`src/rtl/fhs_map.svh`:
```
// fhs_map.svh: constants of the fault and hiccup sequencer
// assumes sys_clk at 100 MHz; included by bare name
`ifndef FHS_MAP_SVH
`define FHS_MAP_SVH

// ----------------------------------------
// clock
// ----------------------------------------
`define FHS_CLK_MHZ       100
`define FHS_CLK_NS        10

// ----------------------------------------
// protection times
// ----------------------------------------
`define FHS_OCP_WIN_US    1500
`define FHS_CLAMP_WIN_US  1500
`define FHS_HICCUP_US     40000
`define FHS_UV_HICCUP_US  200000
`define FHS_FB_DLY_NS     5000
`define FHS_OVP_DLY_NS    90
`define FHS_FB_DLY_CYC    ((`FHS_FB_DLY_NS + `FHS_CLK_NS - 1) / `FHS_CLK_NS)
`define FHS_OVP_DLY_CYC   ((`FHS_OVP_DLY_NS + `FHS_CLK_NS - 1) / `FHS_CLK_NS)

// ----------------------------------------
// soft stop ramp, in clock cycles
// ----------------------------------------
`define FHS_MIN_PULSE     12'h014
`define FHS_STOP_STEP     12'h004

// ----------------------------------------
// reset values
// ----------------------------------------
`define FHS_CNT_RST       25'h0000000
`define FHS_WIDTH_RST     12'h000
`define FHS_DLY_RST       10'h000

`endif

```
`src/rtl/fhs_pkg.sv`:
```
// fhs_pkg.sv: types of the fault and hiccup sequencer
// assumes nothing beyond a SystemVerilog tool
`default_nettype none

package fhs_pkg;

   typedef enum logic [2:0] {
      ST_OFF,
      ST_SOFTSTART,
      ST_RUN,
      ST_RECOVER,
      ST_SOFTSTOP,
      ST_HICCUP
   } fhs_state_e;

   typedef logic [24:0] fhs_cnt_t;
   typedef logic [11:0] fhs_width_t;
   typedef logic [9:0]  fhs_dly_t;

   // synchronous comparator and modulator inputs
   typedef struct packed {
      logic csTrip;
      logic errClamped;
      logic errAboveMax;
      logic fbBelowUv;
      logic fbUvClear;
      logic fbOv;
      logic fbOvClear;
      logic ovpOv;
      logic ovpOvClear;
      logic ssAboveFb;
      logic ssAtFb;
      logic ssDone;
      logic secUvlo;
      logic enable;
      logic periodStart;
      logic pwmReq;
      logic fwdReq;
      logic freeReq;
   } fhs_sense_s;

   typedef struct packed {
      logic mainSwitch;
      logic forwardRect;
      logic freewheelRect;
   } fhs_drive_s;

   typedef struct packed {
      logic ssCharge;
      logic ssFastSink;
      logic ssStopSink;
   } fhs_ref_s;

   typedef struct packed {
      fhs_state_e state;
      fhs_cnt_t   ocpCnt;
      fhs_cnt_t   clampCnt;
      fhs_cnt_t   hiccupCnt;
      logic       ocpActive;
      logic       tripSeen;
      logic       prevMiss;
      logic       pulseKilled;
      logic       longHiccup;
      fhs_drive_s drive;
      fhs_ref_s   ssRef;
      logic       errLinkEn;
      logic       supplyOkOut;
      logic       supplyOkOeN;
      logic       hiccupFlag;
   } fhs_core_s;

   typedef struct packed {
      fhs_width_t onCnt;
      fhs_width_t lastOn;
      fhs_width_t width;
      fhs_width_t phase;
      logic       done;
      logic       pulse;
   } fhs_ramp_s;

   typedef struct packed {
      fhs_dly_t cnt;
      logic     flag;
   } fhs_filt_s;

endpackage

`default_nettype wire

```
`src/rtl/fhs_fault_filter.sv`:
```
// fhs_fault_filter.sv: delayed fault flag with hysteresis release
// assumes synchronous raw set and clear levels
`default_nettype none
`include "fhs_map.svh"

module fhs_fault_filter #(
   parameter fhs_pkg::fhs_dly_t DLY = 10'h001
) (
   input  wire logic sys_clk,
   input  wire logic rstn,
   input  wire logic clkEn,
   input  wire logic setRaw,
   input  wire logic clearRaw,
   output logic      fault
);

   fhs_pkg::fhs_filt_s q;
   fhs_pkg::fhs_filt_s d;

   // ----------------------------------------
   // set after delay, release on hysteresis
   // ----------------------------------------
   always_comb begin
      d = q;
      if (q.flag) begin
         if (clearRaw) begin
            d.flag = 1'b0;
         end
         d.cnt = `FHS_DLY_RST;
      end else if (setRaw) begin
         d.cnt = q.cnt + 10'h001;
         if (d.cnt >= DLY) begin
            d.flag = 1'b1;
         end
      end else begin
         d.cnt = `FHS_DLY_RST;
      end
   end

   always_ff @(posedge sys_clk) begin
      if (!rstn) begin
         q <= '0;
      end else if (clkEn) begin
         q <= d;
      end
   end

   assign fault = q.flag;
endmodule // fhs_fault_filter

`default_nettype wire

```
`src/rtl/fhs_stop_ramp.sv`:
```
// fhs_stop_ramp.sv: soft stop pulse width generator
// assumes a one-cycle period start pulse from the oscillator
`default_nettype none
`include "fhs_map.svh"

module fhs_stop_ramp (
   input  wire logic sys_clk,
   input  wire logic rstn,
   input  wire logic clkEn,
   input  wire logic active,
   input  wire logic periodStart,
   input  wire logic pwmReq,
   output logic      pulse,
   output logic      done
);

   fhs_pkg::fhs_ramp_s q;
   fhs_pkg::fhs_ramp_s d;

   // ----------------------------------------
   // measure on time, then step it down
   // ----------------------------------------
   always_comb begin
      d = q;
      if (q.phase != 12'hfff) begin
         d.phase = q.phase + 12'h001;
      end
      if (periodStart) begin
         d.phase = `FHS_WIDTH_RST;
      end
      if (!active) begin
         d.done = 1'b0;
         if (periodStart) begin
            d.lastOn = q.onCnt;
            d.onCnt = {11'h000, pwmReq};
         end else if (pwmReq && q.onCnt != 12'hfff) begin
            d.onCnt = q.onCnt + 12'h001;
         end
         d.width = d.lastOn;
      end else if (periodStart) begin
         if (q.width == `FHS_WIDTH_RST) begin
            d.done = 1'b1;
         end else if (q.width <= `FHS_MIN_PULSE) begin
            d.width = `FHS_WIDTH_RST;
         end else if (q.width > `FHS_MIN_PULSE + `FHS_STOP_STEP) begin
            d.width = q.width - `FHS_STOP_STEP;
         end else begin
            d.width = `FHS_MIN_PULSE;
         end
      end
      d.pulse = active && !d.done && (d.phase < d.width);
   end

   always_ff @(posedge sys_clk) begin
      if (!rstn) begin
         q <= '0;
      end else if (clkEn) begin
         q <= d;
      end
   end

   assign pulse = q.pulse;
   assign done  = q.done;
endmodule // fhs_stop_ramp

`default_nettype wire

```
`src/rtl/fhs_sequencer.sv`:
```
// fhs_sequencer.sv: protection and fault sequencing of the converter
// assumes all comparator inputs already synchronous to sys_clk
//
// Function
// - a peak current trip ends the running main switch pulse at once
// - trips every period for 1.5 ms start a 40 ms hiccup then soft start
// - a trip period followed by a clean one still counts as tripping
// - only two clean periods in a row reset the overcurrent counter
// - error level above its clamp over 1.5 ms starts a hiccup
// - clamp plus low feedback: fast sink reference to feedback, restart
// - during precharge start, reference far above feedback re-enters recovery
// - enable loss turns both rectifier drives off immediately
// - soft stop steps main duty down to minimum pulse, then zero
// - soft stop sinks the reference to zero at 1.5x start rate
// - secondary undervoltage stops error level transfer across barrier
// - supply ok output is released while any fault is present
// - overvoltage fault when feedback and overvoltage sense both exceed 1.36 V
// - undervoltage fault when feedback falls to 1.1 V
// - fault flag clears only after 36 mV hysteresis crossing
// - fault delay is 5 us for feedback, 90 ns for overvoltage
// - secondary undervoltage starts a 200 ms hiccup instead of 40 ms
`default_nettype none
`include "fhs_map.svh"

module fhs_sequencer #(
   parameter fhs_pkg::fhs_cnt_t OCP_WIN_CYC   = 25'(`FHS_OCP_WIN_US * `FHS_CLK_MHZ),
   parameter fhs_pkg::fhs_cnt_t CLAMP_WIN_CYC = 25'(`FHS_CLAMP_WIN_US * `FHS_CLK_MHZ),
   parameter fhs_pkg::fhs_cnt_t HICCUP_CYC    = 25'(`FHS_HICCUP_US * `FHS_CLK_MHZ),
   parameter fhs_pkg::fhs_cnt_t UV_HICCUP_CYC = 25'(`FHS_UV_HICCUP_US * `FHS_CLK_MHZ)
) (
   input  wire logic               sys_clk,
   input  wire logic               rstn,
   input  wire logic               clkEn,
   input  wire fhs_pkg::fhs_sense_s sense,
   output var  fhs_pkg::fhs_drive_s drive,
   output var  fhs_pkg::fhs_ref_s   ssRef,
   output logic                    errLinkEn,
   output logic                    supplyOkOut,
   output logic                    supplyOkOeN,
   output logic                    hiccupFlag
);

   fhs_pkg::fhs_core_s q;
   fhs_pkg::fhs_core_s d;

   logic [1:0] faultSet;
   logic [1:0] faultClr;
   logic [1:0] fault;
   logic       rampPulse;
   logic       rampDone;
   logic       rampActive;
   logic       live;
   logic       ocpHit;
   logic       clampHit;
   fhs_pkg::fhs_cnt_t hiccupLim;

   // ----------------------------------------
   // supply ok fault detectors
   // ----------------------------------------
   assign faultSet[0] = sense.fbBelowUv;
   assign faultClr[0] = sense.fbUvClear;
   assign faultSet[1] = sense.fbOv && sense.ovpOv;
   assign faultClr[1] = sense.fbOvClear && sense.ovpOvClear;

   genvar gi;
   generate
      for (gi = 0; gi < 2; gi++) begin : g_fault
         localparam fhs_pkg::fhs_dly_t DLY =
            (gi == 0) ? 10'(`FHS_FB_DLY_CYC) : 10'(`FHS_OVP_DLY_CYC);
         fhs_fault_filter #(
            .DLY (DLY)
         ) u_filt (
            .sys_clk  (sys_clk),
            .rstn     (rstn),
            .clkEn    (clkEn),
            .setRaw   (faultSet[gi]),
            .clearRaw (faultClr[gi]),
            .fault    (fault[gi])
         );
      end
   endgenerate

   // ----------------------------------------
   // soft stop ramp
   // ----------------------------------------
   assign rampActive = (q.state == fhs_pkg::ST_SOFTSTOP);

   fhs_stop_ramp u_ramp (
      .sys_clk     (sys_clk),
      .rstn        (rstn),
      .clkEn       (clkEn),
      .active      (rampActive),
      .periodStart (sense.periodStart),
      .pwmReq      (sense.pwmReq),
      .pulse       (rampPulse),
      .done        (rampDone)
   );

   // ----------------------------------------
   // protection timers
   // ----------------------------------------
   assign live = (q.state == fhs_pkg::ST_SOFTSTART) ||
                 (q.state == fhs_pkg::ST_RUN) ||
                 (q.state == fhs_pkg::ST_RECOVER);
   assign ocpHit    = q.ocpCnt >= OCP_WIN_CYC;
   assign clampHit  = q.clampCnt > CLAMP_WIN_CYC;
   assign hiccupLim = q.longHiccup ? UV_HICCUP_CYC : HICCUP_CYC;

   // ----------------------------------------
   // next state
   // ----------------------------------------
   always_comb begin
      d = q;
      // per period overcurrent bookkeeping
      if (sense.csTrip) begin
         d.tripSeen = 1'b1;
      end
      if (sense.periodStart) begin
         d.tripSeen = sense.csTrip;
         if (q.tripSeen) begin
            d.ocpActive = 1'b1;
            d.prevMiss  = 1'b0;
         end else if (q.prevMiss) begin
            d.ocpActive = 1'b0;
         end else begin
            d.prevMiss = 1'b1;
         end
      end
      if (live && d.ocpActive) begin
         d.ocpCnt = q.ocpCnt + 25'h0000001;
      end else begin
         d.ocpCnt = `FHS_CNT_RST;
      end
      if (live && sense.errAboveMax) begin
         d.clampCnt = q.clampCnt + 25'h0000001;
      end else begin
         d.clampCnt = `FHS_CNT_RST;
      end
      d.pulseKilled = !sense.periodStart && (q.pulseKilled || sense.csTrip);
      d.hiccupCnt = `FHS_CNT_RST;

      unique case (q.state)
         fhs_pkg::ST_OFF: begin
            if (sense.enable && !sense.secUvlo) begin
               d.state = fhs_pkg::ST_SOFTSTART;
            end
         end
         fhs_pkg::ST_SOFTSTART,
         fhs_pkg::ST_RUN,
         fhs_pkg::ST_RECOVER: begin
            if (!sense.enable) begin
               d.state = fhs_pkg::ST_SOFTSTOP;
            end else if (sense.secUvlo) begin
               d.state = fhs_pkg::ST_HICCUP;
               d.longHiccup = 1'b1;
            end else if (ocpHit || clampHit) begin
               d.state = fhs_pkg::ST_HICCUP;
               d.longHiccup = 1'b0;
            end else if (q.state == fhs_pkg::ST_SOFTSTART) begin
               if (sense.ssAboveFb && sense.errClamped) begin
                  d.state = fhs_pkg::ST_RECOVER;
               end else if (sense.ssDone) begin
                  d.state = fhs_pkg::ST_RUN;
               end
            end else if (q.state == fhs_pkg::ST_RUN) begin
               if (sense.errClamped && sense.fbBelowUv) begin
                  d.state = fhs_pkg::ST_RECOVER;
               end
            end else if (sense.ssAtFb) begin
               d.state = fhs_pkg::ST_SOFTSTART;
            end
         end
         fhs_pkg::ST_SOFTSTOP: begin
            if (rampDone) begin
               d.state = fhs_pkg::ST_OFF;
            end
         end
         fhs_pkg::ST_HICCUP: begin
            d.hiccupCnt = q.hiccupCnt + 25'h0000001;
            if (q.hiccupCnt >= hiccupLim - 25'h0000001) begin
               d.hiccupCnt  = `FHS_CNT_RST;
               d.ocpActive  = 1'b0;
               d.prevMiss   = 1'b0;
               d.tripSeen   = 1'b0;
               d.longHiccup = 1'b0;
               d.state = sense.enable ? fhs_pkg::ST_SOFTSTART : fhs_pkg::ST_OFF;
            end
         end
         default: begin
            d.state = fhs_pkg::ST_OFF;
         end
      endcase

      if (d.state == fhs_pkg::ST_HICCUP) begin
         d.ocpActive = 1'b0;
         d.ocpCnt    = `FHS_CNT_RST;
         d.clampCnt  = `FHS_CNT_RST;
      end

      // drives follow the next state
      d.drive = '0;
      unique case (d.state)
         fhs_pkg::ST_SOFTSTART,
         fhs_pkg::ST_RUN,
         fhs_pkg::ST_RECOVER: begin
            d.drive.mainSwitch = sense.pwmReq && !sense.csTrip &&
                                 !(q.pulseKilled && !sense.periodStart);
            d.drive.forwardRect   = sense.fwdReq;
            d.drive.freewheelRect = sense.freeReq;
         end
         fhs_pkg::ST_SOFTSTOP: begin
            d.drive.mainSwitch = rampPulse && !sense.csTrip &&
                                 !(q.pulseKilled && !sense.periodStart);
         end
         default: begin
            d.drive = '0;
         end
      endcase

      d.ssRef.ssCharge   = (d.state == fhs_pkg::ST_SOFTSTART);
      d.ssRef.ssFastSink = (d.state == fhs_pkg::ST_RECOVER);
      d.ssRef.ssStopSink = (d.state == fhs_pkg::ST_SOFTSTOP);
      d.errLinkEn   = !sense.secUvlo;
      d.supplyOkOut = 1'b0;
      d.supplyOkOeN = !((d.state == fhs_pkg::ST_RUN) && (fault == 2'b00));
      d.hiccupFlag  = (d.state == fhs_pkg::ST_HICCUP);
   end

   // ----------------------------------------
   // state register
   // ----------------------------------------
   always_ff @(posedge sys_clk) begin
      if (!rstn) begin
         q <= '{state: fhs_pkg::ST_OFF, supplyOkOeN: 1'b1, default: '0};
      end else if (clkEn) begin
         q <= d;
      end
   end

   assign drive       = q.drive;
   assign ssRef       = q.ssRef;
   assign errLinkEn   = q.errLinkEn;
   assign supplyOkOut = q.supplyOkOut;
   assign supplyOkOeN = q.supplyOkOeN;
   assign hiccupFlag  = q.hiccupFlag;
endmodule // fhs_sequencer

`default_nettype wire

```
`config.mk`:
```
export PLATFORM = sky130hd
export DESIGN_NAME = fhs_sequencer
export DESIGN_NICKNAME = d
export VERILOG_FILES = /design/src/rtl/fhs_pkg.sv /design/src/rtl/fhs_fault_filter.sv /design/src/rtl/fhs_stop_ramp.sv /design/src/rtl/fhs_sequencer.sv
export VERILOG_INCLUDE_DIRS = /design/src /design/src/rtl
export SDC_FILE = /design/constraint.sdc
export NUM_CORES = 1
export LEC_CHECK = 0
export BUFFER_PORTS_ARGS = -buffer_cell sky130_fd_sc_hd__buf_4
export CAP_MARGIN = 15
export CORE_UTILIZATION = 35
export CTS_BUF_LIST = sky130_fd_sc_hd__clkbuf_16
export CTS_CLUSTER_DIAMETER = 50
export DETAILED_ROUTE_END_ITERATION = 10
export HOLD_SLACK_MARGIN = 0.05
export MAX_ROUTING_LAYER = met4
export PLACE_DENSITY = 0.49
export SETUP_SLACK_MARGIN = 0.15
export SKIP_LAST_GASP = 1
export SLEW_MARGIN = 15
export SYNTH_ARGS = -nofsm -noshare
export SYNTH_HDL_FRONTEND = slang
export SYNTH_SLANG_ARGS = --single-unit
```
`constraint.sdc`:
```
create_clock -name sys_clk -period 3 [get_ports sys_clk]
set_clock_uncertainty 0.15 [all_clocks]
set_input_delay 0.45 -clock sys_clk [delete_from_list [all_inputs] [get_ports sys_clk]]
set_output_delay 0.45 -clock sys_clk [all_outputs]
set_load 0.03 [all_outputs]
```
==> metrics.txt <==
run status=finished, violations left; violated checks=negative setup slack; vias in the first global route=7757; ys async rst share=0; Clock H-tree levels=4; share of cells above drive strength 1=0.143; I/O Buffers=29; GRT overflow=0; Setup Crit Path Kind=reg2reg; CP arrival=3220 ps; Synth area leaders=dfxtp_1, nor2_1, nand2_1; fill count=2590; unrepaired setup endpoints after global routing=true; Avg Cell Area, Syn=7.68 um^2; IO Pins=31; CTS Buf Count=17; CTS tree=done; Final nets=1295; Yosys warning count=0; First-pass DRT Iterations=5; flip-flop and latch count after synthesis=164; largest net degree at the start of global routing=64; Setup TNS=-13.0 ps; CTS root buffer=clkbuf_16; sequential fraction of the synthesis area=0.362; most common cell in the netlist=nor2_1; Area after DPL=10000 um^2; Layout Cells excl Fill=1586; core footprint=25300 um^2; pre-CTS worst setup slack=-117 ps; post-synth top area share=0.362; GRT Util Overall=0.194; clock slew at reported path FFs=70 ps; Clock Sinks=164; Final Wtd Congestion=0.827; cell count after synthesis=1183; drc violations=0; Vias/cell=5.24; Worst VDD drop=338 uV; Post-synth EDFFs=0; period utilisation layout=1.00; initial antenna violation count=0; Rows=58; commonest register cell after synthesis=dfxtp_1; routed len/inst=15.3 um; first-pass GRT wire length=40.1 mm; Finished Core Util=0.427; DP HPWL=17.0 mm; Die Area=26600 um^2; worst-skew pair later-pin latency=430 ps; Slew Viols, Final=0; via count=8317; Worst setup SP type=flip-flop; Critical Path End Type=flip-flop; synth unique cells=70; Max Cap Viol=0; final setup vio count=1; placed instance count=1548; Hold-fix buffers, CTS=0; Finished Cell Area=10800 um^2; diodes inserted=0; Synth Cell Area=9080 um^2; WL final=24.2 mm; Leak=4.05 nW; Worst-Margin Slew=629 ps; Area Overhead vs Synth=19.0%; die height=163 um; Fmax=0.332 GHz; slew margin rel.=0.578; clock buffer depth=2; worst hold path class=in2reg; Post-DRT Antenna Nets=0; Final WS setup=-13.0 ps; initial core utilization=0.359; area leader, netlist=dfxtp_1; Final Hold Fails=0; CP required=3210 ps; Die W=163 um; CP max FO=6; Syn Nets=1235; PwrDens=469 nW/um^2; list of most frequent post-synthesis cells=nor2_1, dfxtp_1, nand2_1, a21oi_1, nand3_1; initial DRC count=417; Final min period=3010 ps
routing by layer:
metal | part of all wire | vias to the layer above | global-route usage | wire (um)
met5 | 0 | - | - | 0
li1 | - | 4276 | - | -
met4 | 0.013 | 0 | 0.0527 | 313
met1 | 0.50 | 3884 | 0.257 | 12000
met2 | 0.46 | 137 | 0.310 | 11100
met3 | 0.033 | 20 | 0.0264 | 796
flip-flops by register name, summed over array words and instances (netlist names):
signal and flops:
q 83, u_ramp.q 48, g_fault.u_filt.q 20, drive 3, ssRef 3, g_fault.u_filt.fault 2, errLinkEn 1, hiccupFlag 1
supplyOkOeN 1, u_ramp.done 1, u_ramp.pulse 1
metrics by stage:
| stage | power (mW) | hold WS, ps |
|---|---|---|
| 3_3_place_gp | 2.75 | 291 |
| 5_1_grt | 5.26 | 153 |
| 4_1_cts | 5.13 | 141 |
| 3_5_place_dp | 2.75 | 297 |
| 6_report | 5.07 | 153 |
| 2_1_floorplan | 2.56 | 282 |
final cells by class:
cell class,instances,area (um^2),area share
multi-input cells,932,5580,0.516
clock buffers,17,425,0.0394
flip-flops and latches,164,3280,0.304
repair buffers,106,837,0.0774
clock inverters,15,189,0.0175
inverters,22,82.6,0.00764
well taps,330,413,0.0382
worst paths after layout:
kind / startpoint / endpoint / slack, ps / cells past startpoint
min reg2reg: u_ramp.q[33] / u_ramp.q[33] / 300 / 2
max: u_ramp.q[20] / u_ramp.pulse / -10 / 14
min: sense[1] / drive[1] / 150 / 3
max reg2reg: u_ramp.q[20] / u_ramp.pulse / -10 / 14
report_power, final:
group          switching, mW  leakage (nW)  internal [mW]
Clock                  0.953         0.299           1.39
Combinational          0.308          2.42          0.206
Sequential            0.0172          1.32           2.20
Total                   1.28          4.05           3.79
logic make-up (layout without fill, tap and decap cells):
| logic type | Yosys count | count (layout) | synth area share |
|---|---|---|---|
| XOR/XNOR | 84 | 84 | 0.0810 |
| other | 1 | 1 | 0.000413 |
| adder cells (fa/ha/maj) | 31 | 31 | 0.0427 |
| multiplexers | 24 | 24 | 0.0269 |
| AND/OR/NAND/NOR | 575 | 575 | 0.296 |
| buffers and inverters | 87 | 160 | 0.0404 |
| flip-flops | 164 | 164 | 0.362 |
| AO/OA/AOI/OAI | 217 | 217 | 0.151 |
cell usage in the layout, fill, tap and decap left out, drive strengths merged, types with 10 or more instances in the layout:
master,count
a31oi,12
a211oi,14
or3,12
dfxtp,164
ha,31
nand3,68
nand4,35
xor2,49
inv,26
nor2,196
clkbuf,17
nor2b,11
buf,106
nor3,33
mux2i,21
a21oi,82
a22oi,12
nand2,140
o21ai,45
xnor2,35
and3,29
nor4,15
and2,10
critical path, stage by stage (launching register included):
cell and delay [ps]:
dfxtp_1 310, or3_4 390, buf_4 170, nand2b_1 190
or3_4 350, o2bb2ai_2 150, a21oi_2 80, ha_1 310
a21oi_1 130, nor2b_1 60, o21ai_1 110, nand4_1 120
a211oi_2 220, o21ai_1 80, a21oi_1 120
timing repair:
action	in CTS	in global routing
setup endpoints to repair	2	45
pin swaps	14	2
buffers inserted	6	0
gates resized for setup	17	7
No activity file was read; power rests on OpenSTA's default activity.
